File: src/design/qpd_pkg.sv
package qpd_pkg;

    ////////////////////////////////////////////////////////////////////////////
    // Bus geometry
    localparam int unsigned ADR_W  = 8;
    localparam int unsigned DAT_W  = 32;
    localparam int unsigned SEL_W  = 4;

    // Register byte offsets
    localparam logic [7:0] OFS_CTRL    = 8'h00;  // Mode, index options, filter, mask
    localparam logic [7:0] OFS_STAT    = 8'h04;  // Event flags (write 1 to clear), levels
    localparam logic [7:0] OFS_POS     = 8'h08;  // Position counter
    localparam logic [7:0] OFS_INITCAP = 8'h0C;  // Position init / capture
    localparam logic [7:0] OFS_CMPLT   = 8'h10;  // Less-than compare
    localparam logic [7:0] OFS_CMPGT   = 8'h14;  // Greater-than compare
    localparam logic [7:0] OFS_IDXCNT  = 8'h18;  // Index pulse counter
    localparam logic [7:0] OFS_DISABLE = 8'h1C;  // slave_peripheral_disable_one

    ////////////////////////////////////////////////////////////////////////////
    // Control register fields
    localparam int unsigned CTRL_MODE_LSB = 0;   // Mode, 3 bits
    localparam int unsigned CTRL_IDXRST   = 3;   // Index resets/loads position
    localparam int unsigned CTRL_IDXCAP   = 4;   // Index captures position
    localparam int unsigned CTRL_IDXINIT  = 5;   // Index loads init value, not zero
    localparam int unsigned CTRL_FILT_LSB = 8;   // Filter length, 4 bits
    localparam int unsigned CTRL_MASK_LSB = 12;  // Event mask, 4 bits
    localparam logic [15:0] CTRL_RST      = 16'h0000;

    // Count modes
    localparam logic [2:0] MODE_QUAD      = 3'h0;  // Quadrature 4x
    localparam logic [2:0] MODE_EXT_UD    = 3'h1;  // Phase A counts, phase B is direction
    localparam logic [2:0] MODE_TIMER     = 3'h2;  // Free 32-bit timer
    localparam logic [2:0] MODE_GATED_CNT = 3'h3;  // Quadrature while home is high
    localparam logic [2:0] MODE_GATED_TMR = 3'h4;  // Timer while home is high

    // Event flag positions
    localparam int unsigned EV_LT   = 0;  // Position below less-than compare
    localparam int unsigned EV_GT   = 1;  // Position above greater-than compare
    localparam int unsigned EV_IDX  = 2;  // Index pulse seen
    localparam int unsigned EV_PERR = 3;  // Invalid phase transition
    localparam int unsigned EV_N    = 4;

    // Input channel positions
    localparam int unsigned IN_A    = 0;
    localparam int unsigned IN_B    = 1;
    localparam int unsigned IN_IDX  = 2;
    localparam int unsigned IN_HOME = 3;
    localparam int unsigned IN_N    = 4;

    // Filter and synchroniser
    localparam int unsigned SYNC_N  = 3;
    localparam int unsigned FILT_W  = 4;

    // Module-disable register
    localparam int unsigned DIS_BIT    = 10;
    localparam logic [15:0] DIS_WRMASK = 16'h0EA9;  // Implemented bits 11,10,9,7,5,3,0
    localparam logic [15:0] DIS_RST    = 16'h0000;

    localparam logic [31:0] WORD_ZERO  = 32'h0000_0000;
    localparam logic [31:0] WORD_ONE   = 32'h0000_0001;

endpackage

File: src/design/qpd_decoder.sv
// Behaviour
// - Count up on phase pair 10->11, 00->10, 11->01, 01->00.
// - Count down on phase pair 01->11, 11->10, 00->01, 10->00.
// - Unchanged phase pair gives no count and keeps direction.
// - Both phases changing at once is ignored: no count, no direction change.
// - Decoder logic feeds an up/down position counter.
// - Every valid phase change counts, four counts per encoder cycle.
// - Direction is stored and updated only when a change is detected.
// - Count pulses carry a direction; direction is readable as status.
// - Every input passes a software-programmable digital noise filter.
// - Four inputs: phase A, phase B, index pulse, home pulse.
// - Index pulse can reset the position counter.
// - General-purpose 32-bit timer mode independent of decoding.
// - A 32-bit register initialises and captures the position.
// - 32-bit less-than and greater-than compare against position.
// - Decoder and counter events raise an interrupt request.
// - External up/down mode: external signal gives the direction.
// - External gated count mode counts only while gate is active.
// - External gated timer mode advances on clock only while gate active.
// - Disable bit 10 of module-disable register: 1 disables, 0 enables, resets 0.
`timescale 1ns/1ns
module qpd_decoder
(
    input  wire logic                       mclk,             // 100 MHz clock
    input  wire logic                       reset,            // Async reset, high
    input  wire logic                       wb_cyc_i,         // Bus cycle
    input  wire logic                       wb_stb_i,         // Strobe
    input  wire logic                       wb_we_i,          // Write enable
    input  wire logic [qpd_pkg::ADR_W-1:0]  wb_adr_i,         // Byte address
    input  wire logic [qpd_pkg::SEL_W-1:0]  wb_sel_i,         // Byte lanes
    input  wire logic [qpd_pkg::DAT_W-1:0]  wb_dat_i,         // Write data
    output wire logic [qpd_pkg::DAT_W-1:0]  wb_dat_o,         // Read data
    output wire logic                       wb_ack_o,         // Acknowledge
    input  wire logic                       phaseAInput,      // Encoder phase A pin
    input  wire logic                       phaseBInput,      // Encoder phase B pin
    input  wire logic                       indexPulseInput,  // Index pin
    input  wire logic                       homePulseInput,   // Home pin, also gate
    output wire logic                       countDir,         // 1 = counting up
    output wire logic                       eventIrq          // Masked event request
);
    import qpd_pkg::*;

    ////////////////////////////////////////////////////////////////////////////
    // Helpers

    // Quadrature step: {valid, up}
    function automatic logic [1:0] quadStep(input logic [1:0] prevAB, input logic [1:0] curAB);
        logic [1:0] res;
        res = 2'b00;
        case ({prevAB, curAB})
            4'b1011, 4'b0010, 4'b1101, 4'b0100: res = 2'b11;
            4'b0111, 4'b1110, 4'b0001, 4'b1000: res = 2'b10;
            default:                            res = 2'b00;
        endcase
        return res;
    endfunction

    // Byte-lane merge of a write
    function automatic logic [31:0] laneMerge(input logic [31:0] old, input logic [31:0] wd,
                                              input logic [3:0] sel);
        logic [31:0] res;
        res = old;
        for (int k = 0; k < 4; k++)
        begin
            if (sel[k])
            begin
                res[8*k +: 8] = wd[8*k +: 8];
            end
        end
        return res;
    endfunction

    ////////////////////////////////////////////////////////////////////////////
    // Declarations
    logic [IN_N-1:0]    pinRaw;
    logic [SYNC_N-1:0]  sync_r [IN_N];
    logic [IN_N-1:0]    stable_r;
    logic [IN_N-1:0]    filt_r;
    logic [FILT_W-1:0]  filtCnt_r [IN_N];
    logic [IN_N-1:0]    prevIn_r;
    logic [15:0]        ctrl_r;
    logic [15:0]        disReg_r;
    logic [31:0]        pos_r;
    logic [31:0]        initCap_r;
    logic [31:0]        cmpLt_r;
    logic [31:0]        cmpGt_r;
    logic [31:0]        idxCnt_r;
    logic [EV_N-1:0]    flags_r;
    logic [EV_N-1:0]    flags_nxt;
    logic               dir_r;
    logic               irq_r;
    logic               ack_r;
    logic [31:0]        rdat_r;
    logic [31:0]        rdMux;
    logic               disabled;
    logic [2:0]         mode;
    logic [FILT_W-1:0]  filtLen;
    logic [1:0]         prevAB;
    logic [1:0]         curAB;
    logic [1:0]         step;
    logic               phaseErr;
    logic               aRise;
    logic               idxRise;
    logic               idxLoad;
    logic               cntStep;
    logic               cntUp;
    logic               busReq;
    logic               mapped;
    logic               wrAny;
    logic               regWr;
    logic               posWr;
    logic [31:0]        ctrlWide;
    logic [31:0]        disWide;

    ////////////////////////////////////////////////////////////////////////////
    // Field decode
    assign disabled = disReg_r[DIS_BIT];
    assign mode     = ctrl_r[CTRL_MODE_LSB +: 3];
    assign filtLen  = ctrl_r[CTRL_FILT_LSB +: FILT_W];
    assign pinRaw   = {homePulseInput, indexPulseInput, phaseBInput, phaseAInput};

    ////////////////////////////////////////////////////////////////////////////
    // Three-stage sync; a level is taken once stages two and three agree
    always_ff @(posedge mclk or posedge reset)
    begin
        if (reset)
        begin
            for (int i = 0; i < IN_N; i++)
            begin
                sync_r[i] <= '0;
            end
            stable_r <= '0;
        end
        else
        begin
            for (int i = 0; i < IN_N; i++)
            begin
                sync_r[i] <= {sync_r[i][SYNC_N-2:0], pinRaw[i]};
                if (sync_r[i][1] == sync_r[i][2])
                begin
                    stable_r[i] <= sync_r[i][2];
                end
            end
        end
    end

    // Noise filter: output follows after filtLen+1 stable cycles
    always_ff @(posedge mclk or posedge reset)
    begin
        if (reset)
        begin
            for (int i = 0; i < IN_N; i++)
            begin
                filtCnt_r[i] <= '0;
            end
            filt_r   <= '0;
            prevIn_r <= '0;
        end
        else if (disabled)
        begin
            for (int i = 0; i < IN_N; i++)
            begin
                filtCnt_r[i] <= '0;
            end
            filt_r   <= stable_r;  // Track pins, no false step on enable
            prevIn_r <= stable_r;
        end
        else
        begin
            prevIn_r <= filt_r;
            for (int i = 0; i < IN_N; i++)
            begin
                if (stable_r[i] == filt_r[i])
                begin
                    filtCnt_r[i] <= '0;
                end
                else if (filtCnt_r[i] >= filtLen)
                begin
                    filt_r[i]    <= stable_r[i];
                    filtCnt_r[i] <= '0;
                end
                else
                begin
                    filtCnt_r[i] <= filtCnt_r[i] + 4'h1;
                end
            end
        end
    end

    ////////////////////////////////////////////////////////////////////////////
    // Decoder and count source selection
    assign prevAB   = {prevIn_r[IN_A], prevIn_r[IN_B]};
    assign curAB    = {filt_r[IN_A], filt_r[IN_B]};
    assign step     = quadStep(prevAB, curAB);
    assign phaseErr = (prevAB ^ curAB) == 2'b11;
    assign aRise    = filt_r[IN_A] & ~prevIn_r[IN_A];
    assign idxRise  = filt_r[IN_IDX] & ~prevIn_r[IN_IDX];
    assign idxLoad  = idxRise & ctrl_r[CTRL_IDXRST];

    always_comb
    begin
        cntStep = 1'b0;
        cntUp   = 1'b1;
        case (mode)
            MODE_QUAD:
            begin
                cntStep = step[1];
                cntUp   = step[0];
            end
            MODE_EXT_UD:
            begin
                cntStep = aRise;
                cntUp   = filt_r[IN_B];
            end
            MODE_TIMER:
            begin
                cntStep = 1'b1;
            end
            MODE_GATED_CNT:
            begin
                cntStep = step[1] & filt_r[IN_HOME];
                cntUp   = step[0];
            end
            MODE_GATED_TMR:
            begin
                cntStep = filt_r[IN_HOME];
            end
            default:
            begin
                cntStep = 1'b0;
                cntUp   = 1'b1;
            end
        endcase
    end

    ////////////////////////////////////////////////////////////////////////////
    // Bus decode
    assign busReq = wb_cyc_i & wb_stb_i & ~ack_r;
    assign mapped = wb_adr_i[7:5] == 3'b000 && wb_adr_i[1:0] == 2'b00;
    assign wrAny  = busReq & wb_we_i & mapped;
    assign regWr  = wrAny & ~disabled;
    assign posWr  = regWr && wb_adr_i == OFS_POS;

    // Byte-lane merges for the 16-bit registers
    assign ctrlWide = laneMerge({16'h0000, ctrl_r}, wb_dat_i, wb_sel_i);
    assign disWide  = laneMerge({16'h0000, disReg_r}, wb_dat_i, wb_sel_i);

    // Direction store, changes only with a counted step; cleared while disabled
    always_ff @(posedge mclk or posedge reset)
    begin
        if (reset)
        begin
            dir_r <= 1'b0;
        end
        else if (disabled)
        begin
            dir_r <= 1'b0;
        end
        else if (cntStep && cntUp != dir_r)
        begin
            dir_r <= cntUp;
        end
    end

    // Position counter: index load, then software write, then counting
    always_ff @(posedge mclk or posedge reset)
    begin
        if (reset)
        begin
            pos_r <= WORD_ZERO;
        end
        else if (disabled)
        begin
            pos_r <= WORD_ZERO;
        end
        else if (idxLoad)
        begin
            pos_r <= ctrl_r[CTRL_IDXINIT] ? initCap_r : WORD_ZERO;
        end
        else if (posWr)
        begin
            pos_r <= laneMerge(pos_r, wb_dat_i, wb_sel_i);
        end
        else if (cntStep)
        begin
            pos_r <= cntUp ? pos_r + WORD_ONE : pos_r - WORD_ONE;
        end
    end

    // Init/capture register
    always_ff @(posedge mclk or posedge reset)
    begin
        if (reset)
        begin
            initCap_r <= WORD_ZERO;
        end
        else if (!disabled && idxRise && ctrl_r[CTRL_IDXCAP])
        begin
            initCap_r <= pos_r;
        end
        else if (regWr && wb_adr_i == OFS_INITCAP)
        begin
            initCap_r <= laneMerge(initCap_r, wb_dat_i, wb_sel_i);
        end
    end

    // Index pulse counter
    always_ff @(posedge mclk or posedge reset)
    begin
        if (reset)
        begin
            idxCnt_r <= WORD_ZERO;
        end
        else if (disabled)
        begin
            idxCnt_r <= WORD_ZERO;
        end
        else if (idxRise)
        begin
            idxCnt_r <= idxCnt_r + WORD_ONE;
        end
        else if (regWr && wb_adr_i == OFS_IDXCNT)
        begin
            idxCnt_r <= laneMerge(idxCnt_r, wb_dat_i, wb_sel_i);
        end
    end

    // Configuration registers
    always_ff @(posedge mclk or posedge reset)
    begin
        if (reset)
        begin
            ctrl_r  <= CTRL_RST;
            cmpLt_r <= WORD_ZERO;
            cmpGt_r <= WORD_ZERO;
        end
        else if (regWr)
        begin
            case (wb_adr_i)
                OFS_CTRL:  ctrl_r  <= ctrlWide[15:0];
                OFS_CMPLT: cmpLt_r <= laneMerge(cmpLt_r, wb_dat_i, wb_sel_i);
                OFS_CMPGT: cmpGt_r <= laneMerge(cmpGt_r, wb_dat_i, wb_sel_i);
                default:   ctrl_r  <= ctrl_r;
            endcase
        end
    end

    // Module-disable register, writable even while disabled
    always_ff @(posedge mclk or posedge reset)
    begin
        if (reset)
        begin
            disReg_r <= DIS_RST;
        end
        else if (wrAny && wb_adr_i == OFS_DISABLE)
        begin
            disReg_r <= disWide[15:0] & DIS_WRMASK;
        end
    end

    ////////////////////////////////////////////////////////////////////////////
    // Sticky events, set wins over write-1 clear
    always_comb
    begin
        flags_nxt = flags_r;
        if (regWr && wb_adr_i == OFS_STAT && wb_sel_i[0])
        begin
            flags_nxt = flags_nxt & ~wb_dat_i[EV_N-1:0];
        end
        flags_nxt[EV_LT]   = flags_nxt[EV_LT]   | ($signed(pos_r) < $signed(cmpLt_r));
        flags_nxt[EV_GT]   = flags_nxt[EV_GT]   | ($signed(pos_r) > $signed(cmpGt_r));
        flags_nxt[EV_IDX]  = flags_nxt[EV_IDX]  | idxRise;
        flags_nxt[EV_PERR] = flags_nxt[EV_PERR] | (phaseErr && (mode == MODE_QUAD || mode == MODE_GATED_CNT));
    end

    always_ff @(posedge mclk or posedge reset)
    begin
        if (reset)
        begin
            flags_r <= '0;
            irq_r   <= 1'b0;
        end
        else if (disabled)
        begin
            flags_r <= '0;
            irq_r   <= 1'b0;
        end
        else
        begin
            flags_r <= flags_nxt;
            irq_r   <= |(flags_r & ctrl_r[CTRL_MASK_LSB +: EV_N]);
        end
    end

    ////////////////////////////////////////////////////////////////////////////
    // Read mux
    always_comb
    begin
        rdMux = WORD_ZERO;
        if (mapped)
        begin
            case (wb_adr_i)
                OFS_CTRL:    rdMux = {16'h0000, ctrl_r};
                OFS_STAT:    rdMux = {23'h00_0000, filt_r, dir_r, flags_r};
                OFS_POS:     rdMux = pos_r;
                OFS_INITCAP: rdMux = initCap_r;
                OFS_CMPLT:   rdMux = cmpLt_r;
                OFS_CMPGT:   rdMux = cmpGt_r;
                OFS_IDXCNT:  rdMux = idxCnt_r;
                OFS_DISABLE: rdMux = {16'h0000, disReg_r};
                default:     rdMux = WORD_ZERO;
            endcase
        end
    end

    // Single-wait-state acknowledge; unmapped reads give zero
    always_ff @(posedge mclk or posedge reset)
    begin
        if (reset)
        begin
            ack_r  <= 1'b0;
            rdat_r <= WORD_ZERO;
        end
        else
        begin
            ack_r <= busReq;
            if (busReq && !wb_we_i)
            begin
                rdat_r <= rdMux;
            end
        end
    end

    assign wb_ack_o = ack_r;
    assign wb_dat_o = rdat_r;
    assign countDir = dir_r;
    assign eventIrq = irq_r;
endmodule

File: config.mk
export PLATFORM = sky130hd
export DESIGN_NAME = qpd_decoder
export DESIGN_NICKNAME = d
export VERILOG_FILES = /design/src/design/qpd_pkg.sv /design/src/design/qpd_decoder.sv
export SDC_FILE = /design/constraint.sdc
export NUM_CORES = 1
export LEC_CHECK = 0
export BUFFER_PORTS_ARGS = -buffer_cell sky130_fd_sc_hd__buf_4
export CELL_PAD_IN_SITES_DETAIL_PLACEMENT = 0
export CELL_PAD_IN_SITES_GLOBAL_PLACEMENT = 2
export CORE_AREA = 2 2 198 200
export CTS_CLUSTER_SIZE = 14
export DETAILED_ROUTE_END_ITERATION = 10
export DIE_AREA = 0 0 200 202
export GPL_ROUTABILITY_DRIVEN = 1
export PLACE_DENSITY = 0.87
export SLEW_MARGIN = 20
export SYNTH_ARGS = -nofsm -noshare
export SYNTH_HDL_FRONTEND = slang
export SYNTH_SLANG_ARGS = --single-unit
File: constraint.sdc
create_clock -name mclk -period 16.1 [get_ports mclk]
set_clock_uncertainty 0.05 [all_clocks]
set_input_delay 4.025 -clock mclk [delete_from_list [all_inputs] [get_ports mclk]]
set_output_delay 4.025 -clock mclk [all_outputs]
set_load 0.03 [all_outputs]
==> results of run 1 <==
## registers in the layout, summed over array words and instances, names as in the netlist, 12 cells and up
| signal | cells |
|---|---|
| idxCnt_r | 32 |
| cmpLt_r | 32 |
| pos_r | 32 |
| ctrl_r | 16 |
| sync_r | 12 |
| cmpGt_r | 32 |
| filtCnt_r | 16 |
| wb_dat_o | 32 |
| initCap_r | 32 |
## path summary, 6_finish.rpt
path | startpoint | to | slack, ns | depth (start not counted)
max | wb_adr_i[2] | pos_r[30] | 8.85 | 10
min | sync_r[9] | sync_r[10] | 0.30 | 0
max reg2reg | filt_r[1] | pos_r[26] | 10.72 | 17
min reg2reg | sync_r[9] | sync_r[10] | 0.30 | 0
max in group asynchronous | reset | sync_r[0] | 10.87 | 3
min in group asynchronous | reset | wb_dat_o[6] | 3.51 | 2
## layout make-up
class	instances	share of cell area [%]
clock buffer	40	4.58
clock inverter	16	0.614
inverter	82	1.72
multi-input combinational	1298	49.8
sequential	261	35.6
tap	518	3.54
timing repair buffer	100	4.10
## layer usage
metal  wire, um  track usage (%)
met5          0                0
met4        906             5.34
met3       4520             4.62
met2      21000             36.1
met1      24100             39.5
## cells by family (layout without fill, tap and decap cells)
logic type,Yosys count,count (layout),share of synthesized area [%]
muxes,143,143,9.58
xor gates and xnor gates,41,41,2.29
adders and majority gates,124,124,9.53
buffers and inverters,169,238,3.99
DFF,261,261,40.2
and+or+nand+nor,461,461,13.6
AOI/OAI and AO/OA,529,529,20.9
## cells in the mapped netlist (20+ instances only)
cell type and number:
sky130_fd_sc_hd__a21o_1 52, sky130_fd_sc_hd__a21oi_1 124, sky130_fd_sc_hd__a221oi_1 31, sky130_fd_sc_hd__a22oi_1 40
sky130_fd_sc_hd__a31oi_1 23, sky130_fd_sc_hd__and3_1 27, sky130_fd_sc_hd__clkbuf_1 69, sky130_fd_sc_hd__dfrtp_1 261
sky130_fd_sc_hd__ha_1 119, sky130_fd_sc_hd__inv_1 82, sky130_fd_sc_hd__mux2_2 90, sky130_fd_sc_hd__mux2i_1 52
sky130_fd_sc_hd__nand2_1 139, sky130_fd_sc_hd__nand3_1 27, sky130_fd_sc_hd__nor2_1 146, sky130_fd_sc_hd__nor3_1 27
sky130_fd_sc_hd__o21ai_0 155, sky130_fd_sc_hd__xnor2_1 20, sky130_fd_sc_hd__xor2_1 20
## worst max-delay path, stage by stage
cell and delay (ns):
sky130_fd_sc_hd__buf_4 0.30, sky130_fd_sc_hd__or4b_4 0.61, sky130_fd_sc_hd__nor2_8 0.52, sky130_fd_sc_hd__nand4_2 0.74, sky130_fd_sc_hd__and2_4 0.48, sky130_fd_sc_hd__nor2_4 0.16
sky130_fd_sc_hd__o21bai_4 0.12, sky130_fd_sc_hd__nor3_2 0.27, sky130_fd_sc_hd__or3b_1 0.37, sky130_fd_sc_hd__nand3_1 0.07
## power breakdown
part	switching (mW)	internal (mW)
clock	0.292	0.382
sequential	0.0911	0.708
combinational	0.278	0.213
==> flow_summary.toml, run 1 <==
[logic_synthesis]
synth.top_cells.by_area = "sky130_fd_sc_hd__dfrtp_1 (40%), sky130_fd_sc_hd__ha_1 (9.2%), sky130_fd_sc_hd__mux2_2 (6.2%), sky130_fd_sc_hd__o21ai_0 (4.8%), sky130_fd_sc_hd__a21oi_1 (3.8%)"
postSynthRegisterBits = 261
synthesis.area_per_instance_sq_um = 9.41
syn_area_sq_um = 16300
postSynthNetCount = 1901
synth_edf_count = 0
ys.flop_type = "sky130_fd_sc_hd__dfrtp_1"
syn_inst = 1728
sequential_element_share_of_the_synthesized_area_pct = 40.2
yosysTopAreaCellShare_pct = 40.2
yosysWarningCount = 0
number_of_distinct_standard_cells_referenced_by_the_synthesized_netlist = 76
yosysTopAreaCell = "sky130_fd_sc_hd__dfrtp_1"
fraction_of_registers_with_async_set_or_reset_after_synthesis_pct = 100

[global_routing]
wire_length_of_the_first_global_routing_pass_mm = 78.9
grt-ovfl-total = 0
grt_start_max_net_pins = 123
grt_antenna_before_repair = 0
global_route.usage.total_pct = 25.3
grt_pass1_vias = 13100

[sta]
timing.final.crit_period_ns = 7.25
slew-limit-headroom_pct = 26.4
slew_violations = 0
finalHoldViolCount = 0
grt_setup_unrepaired = "false"
timing.hold.ws_ns = 0.296
timing.setup.tns_ns = 0
worst_slack_ns = 8.85
measured_slew_at_the_worst_slew_check_pin_ns = 1.10
final_min_period_over_clock_period_pct = 45.0
setup_viol_count_final = 0
clock.fmax_ghz = 0.138

[job]
timing.max_cap.violations = 0

[finish]
drive_above_1_share_pct = 14.9
regArea_sq_um = 6530
layout.cells.most_common = "sky130_fd_sc_hd__dfrtp_1"
n_fill_cell = 3625
post_layout_nonfiller_instances = 2315
syn_to_final_growth_pct = 12.7
multi_input_area_sq_um = 9130
final_cell_area_sq_um = 18300
antenna_cells_inserted = 0
mostFrequentLayoutCells = "sky130_fd_sc_hd__dfrtp_1 (261), sky130_fd_sc_hd__o21ai_0 (154), sky130_fd_sc_hd__nor2_1 (143), sky130_fd_sc_hd__nand2_1 (139), sky130_fd_sc_hd__a21oi_1 (121)"
nets = 1947
utilization_pct = 47.9

[placement]
finalWeightedCongestion = 0.886
placed_wire_length_estimate_after_detailed_placement_mm = 37.2
numPlacedInstances = 2259
dpl_cell_area_sq_um = 17400
place_worst_setup_slack_ns = 8.32
buffer_ports.inserted = 87

[cts]
postCtsHoldBufs = 0
cts_buffers = 31
clock_insertion_delay_worst_skew_ns = 0.60
cts_setup_buffers = 0
clk_root_buffer_cell = "sky130_fd_sc_hd__clkbuf_16"
number_of_clock_sinks = 261
clock_tree_from_tritoncts = "built"
htreeDepth = 1
cts_repair_resize_count = 0
clk_path_buf_depth = 3
clkTransAtPathRegs_ns = 0.06

[outcome]
run_status = "finished clean"

[detailed_routing]
ant_nets = 0
routed_via_density = 5.91
number_of_vias_in_the_routed_layout = 13700
drtPass1Iterations = 6
route.final.wire_length_mm = 50.6
detail_route.drc_violations = 0
wire_per_inst_um = 21.8
initialDrtViolationCount = 1111

[worst_setup_path]
critPathArrivalTime_ns = 7.71
worstSetupEndpointType = "flop"
setup.worst_path.class = "input port to flop"
setup.worst_path.start_class = "input port"
highest_net_fanout_along_the_worst_path = 47
worst_ep_required_time_ns = 16.55

[power]
total_power_mw = 1.96
max-vdd-ir-drop_uv = 88.9
static-leakage-power_nw = 8.21
power_per_cell_area_nw_per_um2 = 107

[die]
fp.dieW_um = 200
core-area_sq_um = 38300
die_area_sq_um = 40400
start_util_pct = 42.5
dieHeight_um = 202
placementRows = 72
top_level_ports = 88

[hold_path]
timing.hold.worst.class = "flop to flop"
(Power assumes the default switching activity.)
==> inputs of run 2 (changes only) <==
CORE_AREA = 2 2 216 218   (was 2 2 198 200)
DIE_AREA = 0 0 218 220   (was 0 0 200 202)
PLACE_DENSITY = 0.77   (was 0.87)
clock period = 6.2 ns   (was 16.1 ns; I/O delays follow)
==> flow_summary.toml, run 2 (synthesized netlist as in run 1, its figures left out) <==
[sta]
final_min_period_over_clock_period_pct = 81.2
measured_slew_at_the_worst_slew_check_pin_ns = 1.06
timing.final.crit_period_ns = 5.03
setup_viol_count_final = 0
timing.hold.ws_ns = 0.296
finalHoldViolCount = 0
clock.fmax_ghz = 0.199
slew_violations = 0
timing.setup.tns_ns = 0
grt_setup_unrepaired = "false"
slew-limit-headroom_pct = 29.3

[worst_setup_path]
worst_ep_required_time_ns = 6.56
highest_net_fanout_along_the_worst_path = 32
critPathArrivalTime_ns = 5.39
worstSetupEndpointType = "flop"
setup.worst_path.start_class = "flop"
crit_path_cell_trace = "inv_1 -> ha_1 -> mux4_2 -> mux2i_1 -> a21oi_1 -> or2_2 -> inv_1 -> buf_4 -> ha_1 -> a21oi_1 -> nor4b_1 -> a21oi_1 -> a2111o_1 -> a41oi_2 -> o21ai_0 -> a21oi_1 -> or3b_1 -> nand3_1"
worst_path_max_delay_cell = "sky130_fd_sc_hd__dfrtp_1"
crit_path_max_incr_delay_ns = 0.51
setup.worst_path.class = "flop to flop"
crit_path_frequent_cell = "sky130_fd_sc_hd__a21oi_1"

[power]
max-vdd-ir-drop_uv = 173
netSwitchingFraction_pct = 33.4
power.sequential.fraction_pct = 39.5
cellInternalPower_mw = 3.51
p_switching_mw = 1.76
p_clk_share_pct = 36.2
static-leakage-power_nw = 8.28
part_of_the_power_in_combinational_logic_pct = 24.2
total_power_mw = 5.27
power_per_cell_area_nw_per_um2 = 283

[finish]
layout.cells.most_common = "sky130_fd_sc_hd__dfrtp_1"
antenna_cells_inserted = 0
nets = 1958
syn_to_final_growth_pct = 14.5
n_fill_cell = 4598
final_cell_area_sq_um = 18600
drive_above_1_share_pct = 15.2
regArea_sq_um = 6530
mostFrequentLayoutCells = "sky130_fd_sc_hd__dfrtp_1 (261), sky130_fd_sc_hd__o21ai_0 (154), sky130_fd_sc_hd__nor2_1 (143), sky130_fd_sc_hd__nand2_1 (139), sky130_fd_sc_hd__a21oi_1 (121)"
multi_input_area_sq_um = 9130

[placement]
finalWeightedCongestion = 0.864
dpl_cell_area_sq_um = 17500
placed_wire_length_estimate_after_detailed_placement_mm = 39.0
buffer_ports.inserted = 87

[cts]
cts_buffers = 34
clk_root_buffer_cell = "sky130_fd_sc_hd__clkbuf_16"
number_of_clock_sinks = 261
cts_repair_resize_count = 0
htreeDepth = 2
clock_insertion_delay_worst_skew_ns = 0.55
postCtsHoldBufs = 0
cts_setup_buffers = 0
clkTransAtPathRegs_ns = 0.05
clk_path_buf_depth = 3
clock_tree_from_tritoncts = "built"

[detailed_routing]
route.final.wire_length_mm = 52.6
wire_per_inst_um = 21.8
number_of_vias_in_the_routed_layout = 13600
initialDrtViolationCount = 1149
drtPass1Iterations = 5
ant_nets = 0
detail_route.drc_violations = 0
routed_via_density = 5.65

[die]
placementRows = 79
dieHeight_um = 220
top_level_ports = 88
start_util_pct = 35.4
die_area_sq_um = 48000
core-area_sq_um = 45900
fp.dieW_um = 218

[global_routing]
grt-ovfl-total = 0
grt_antenna_before_repair = 0
wire_length_of_the_first_global_routing_pass_mm = 82.2
grt_pass1_vias = 13400
global_route.usage.total_pct = 22.3
grt_start_max_net_pins = 159

[hold_path]
timing.hold.worst.class = "flop to flop"

[job]
timing.max_cap.violations = 0

[outcome]
run_status = "finished clean"
==> run 2: final timing paths <==
path / depth (start not counted) / slack, ns / to / from
worst min-delay path: 0 / 0.30 / sync_r[4] / sync_r[3]
max in group asynchronous: 3 / 4.14 / initCap_r[26] / reset
worst max-delay path: 18 / 1.17 / pos_r[28] / filt_r[1]
worst max register to register: 18 / 1.17 / pos_r[28] / filt_r[1]
worst min register to register: 0 / 0.30 / sync_r[4] / sync_r[3]
min in group asynchronous: 3 / 1.17 / idxCnt_r[2] / reset
==> run 2: power groups by stage <==
stage | Sequential (mW) | Combinational [mW] | Clock, mW
global placement | 2.10 | 1.26 | 0
CTS | 2.07 | 1.28 | 1.96
detailed placement | 2.10 | 1.28 | 0
floorplan | 2.07 | 0.852 | 0
finish | 2.08 | 1.28 | 1.91
global route | 2.10 | 1.46 | 2.03
==> run 2: stage by stage <==
step	worst slack, ns	util (%)	std cells
after detailed placement	1.23	38.2	2356
after global placement	1.33	38.2	2356
after CTS	1.19	40.5	2413
final	1.17	40.6	2413
after global routing	0.727	40.6	2413
after floorplan	1.16	-	1728
==> run 2: cell type report <==
| class | instances | share of cell area (%) |
|---|---|---|
| multi-input cells | 1298 | 49.0 |
| flip-flops and latches | 261 | 35.1 |
| clock buffers | 50 | 5.39 |
| repair buffers | 108 | 4.42 |
| well taps | 607 | 4.08 |
| inverters | 82 | 1.67 |
| clock inverters | 7 | 0.289 |
==> run 2: worst max-delay path: cells and delay by family, from the launching register on <==
| kind | cells | cell delay (ns) |
|---|---|---|
| buffers and inverters | 3 | 0.52 |
| muxes | 2 | 0.61 |
| DFF | 1 | 0.51 |
| AOI/OAI and AO/OA | 7 | 1.75 |
| and+or+nand+nor | 4 | 0.90 |
| adders and majority gates | 2 | 0.54 |
==> run 2: per-layer routing <==
metal / global-route usage, % / share of wire [%] / vias up
li1: - / - / 6465
met1: 33.2 / 50 / 6736
met2: 32.5 / 42 / 369
met3: 5.29 / 6.9 / 61
met4: 5.10 / 1.8 / 0
met5: 0 / 0 / -
==> inputs of run 3 (changes only) <==
clock period = 4.55 ns   (was 6.2 ns; I/O delays follow)
==> flow_summary.toml, run 3 (synthesized netlist as in run 1, its figures left out) <==
[global_routing]
wire_length_of_the_first_global_routing_pass_mm = 80.8
global_route.usage.total_pct = 22.1
grt-ovfl-total = 0
grt_pass1_vias = 13100
grt_start_max_net_pins = 81
grt_antenna_before_repair = 0

[detailed_routing]
routed_via_density = 5.62
drtPass1Iterations = 8
route.final.wire_length_mm = 52.9
ant_nets = 0
wire_per_inst_um = 21.7
initialDrtViolationCount = 1298
detail_route.drc_violations = 0
number_of_vias_in_the_routed_layout = 13700

[sta]
setup_viol_count_final = 0
finalHoldViolCount = 0
timing.hold.ws_ns = 0.295
measured_slew_at_the_worst_slew_check_pin_ns = 1.07
slew_violations = 0
slew-limit-headroom_pct = 29.0
timing.final.crit_period_ns = 4.31
final_min_period_over_clock_period_pct = 94.8
clock.fmax_ghz = 0.232

[die]
core-area_sq_um = 45900
placementRows = 79
dieHeight_um = 220
start_util_pct = 35.4
die_area_sq_um = 48000
top_level_ports = 88
fp.dieW_um = 218

[finish]
nets = 1984
n_fill_cell = 4556
syn_to_final_growth_pct = 17.0
multi_input_area_sq_um = 9210
layout.cells.most_common = "sky130_fd_sc_hd__dfrtp_1"
post_layout_nonfiller_instances = 2443
regArea_sq_um = 6530
mostFrequentLayoutCells = "sky130_fd_sc_hd__dfrtp_1 (259), sky130_fd_sc_hd__o21ai_0 (152), sky130_fd_sc_hd__nor2_1 (143), sky130_fd_sc_hd__nand2_1 (139), sky130_fd_sc_hd__buf_4 (127)"
drive_above_1_share_pct = 17.5

[worst_setup_path]
crit_path_max_incr_delay_ns = 0.55
regToRegStartpoint = "filt_r[0]"
highest_net_fanout_along_the_worst_path = 7
critPathArrivalTime_ns = 4.69
worst_ep_required_time_ns = 4.93
setup.worst_path.start_class = "flop"
setup.worst_path.class = "flop to flop"
r2r_setup_slack_ns = 0.24
timing.reg2reg.worst_path_depth = 18
worstReg2RegEnd = "pos_r[24]"
crit_path_cell_trace = "inv_1 -> ha_1 -> mux4_2 -> mux2i_1 -> a21oi_1 -> or2_4 -> clkinvlp_4 -> ha_1 -> or4_1 -> o21ai_2 -> a21oi_2 -> a2111o_1 -> buf_4 -> a21oi_2 -> o21ai_0 -> xor2_1 -> o21ai_0 -> nand2_1"
worst_path_max_delay_cell = "sky130_fd_sc_hd__a2111o_1"
worstSetupEndpointType = "flop"

[hold_path]
timing.hold.worst.class = "flop to flop"
worst_hold_startpoint = "sync_r[9]"
worst_hold_path.endpoint = "sync_r[10]"
worstHoldPathCells = 0

[cts]
number_of_clock_sinks = 261
postCtsHoldBufs = 0
cts_buffers = 34
clock_tree_from_tritoncts = "built"
clk_root_buffer_cell = "sky130_fd_sc_hd__clkbuf_16"
clk_path_buf_depth = 3
clkTransAtPathRegs_ns = 0.06
htreeDepth = 2
clock_insertion_delay_worst_skew_ns = 0.55

[power]
power_per_cell_area_nw_per_um2 = 390
part_of_the_power_in_combinational_logic_pct = 24.8
cellInternalPower_mw = 4.98
netSwitchingFraction_pct = 32.9
static-leakage-power_nw = 8.45
p_switching_mw = 2.44
power.sequential.fraction_pct = 38.2
max-vdd-ir-drop_uv = 208
p_clk_share_pct = 37.1

[outcome]
run_status = "finished clean"

[placement]
placed_wire_length_estimate_after_detailed_placement_mm = 39.2
finalWeightedCongestion = 0.856
numPlacedInstances = 2372
buffer_ports.inserted = 87

[job]
timing.max_cap.violations = 0
-- run 3: what timing repair did --
item | CTS | global route
setup endpoints to repair | 0 | 13
resized for setup | 0 | 28
buffers inserted | 0 | 8
-- run 3: how the worst max path moves through the flow --
stage	start	to	slack, ns	depth (start not counted)
floorplan	reset	cmpGt_r[0]	-0.08	1
detailed placement	filt_r[0]	pos_r[28]	0.10	18
global route	filt_r[0]	pos_r[24]	-0.008	18
CTS	filt_r[0]	pos_r[28]	0.04	18
finish	filt_r[0]	pos_r[24]	0.24	18
global placement	filt_r[0]	pos_r[30]	0.15	18
-- run 3: power groups by stage --
stage               Combinational, mW  Clock, mW  Sequential [mW]
finish                           1.84       2.75             2.83
global route                     2.06       2.91             2.86
CTS                              1.79       2.81             2.82
detailed placement               1.78          0             2.86
global placement                 1.75          0             2.86
floorplan                        1.16          0             2.83
-- run 3: worst max-delay path, delay by kind of cell (launching register included) --
family / cells / cell delay, ns
AND/OR/NAND/NOR: 3 / 0.82
buffers and inverters: 3 / 0.45
AO/OA/AOI/OAI: 7 / 1.23
flip-flops: 1 / 0.39
XOR/XNOR: 1 / 0.15
adder cells (fa/ha/maj): 2 / 0.46
multiplexers: 2 / 0.64
-- run 3: routing by layer --
| metal | part of all wire (%) | vias to the layer above | global-route usage (%) | wire [um] |
|---|---|---|---|---|
| li1 | - | 6511 | - | - |
| met2 | 41 | 383 | 31.3 | 21700 |
| met3 | 6.1 | 60 | 3.93 | 3230 |
| met4 | 2.1 | 0 | 5.87 | 1110 |
| met1 | 51 | 6782 | 34.0 | 26900 |
| met5 | 0 | - | 0 | 0 |
-- run 3: metrics by stage --
stage	setup slack [ns]	util, %	instance area (sq um)	setup TNS (ns)	total power [mW]
floorplan	-0.0791	-	16300	-20.63	3.99
global placement	0.151	38.6	17700	0	4.61
detailed placement	0.104	38.6	17700	0	4.64
CTS	0.0396	41.0	18800	0	7.42
global route	-0.00777	41.5	19000	-0.00777	7.83
finish	0.237	41.5	19000	0	7.42
-- run 3: final cells by class --
| cell class | instances | share of cell area [%] |
|---|---|---|
| multi-input cells | 1298 | 48.4 |
| clock inverters | 7 | 0.546 |
| repair buffers | 134 | 5.70 |
| well taps | 607 | 3.99 |
| inverters | 82 | 1.66 |
| clock buffers | 53 | 5.33 |
| flip-flops and latches | 261 | 34.3 |
| diodes | 1 | 0.0132 |
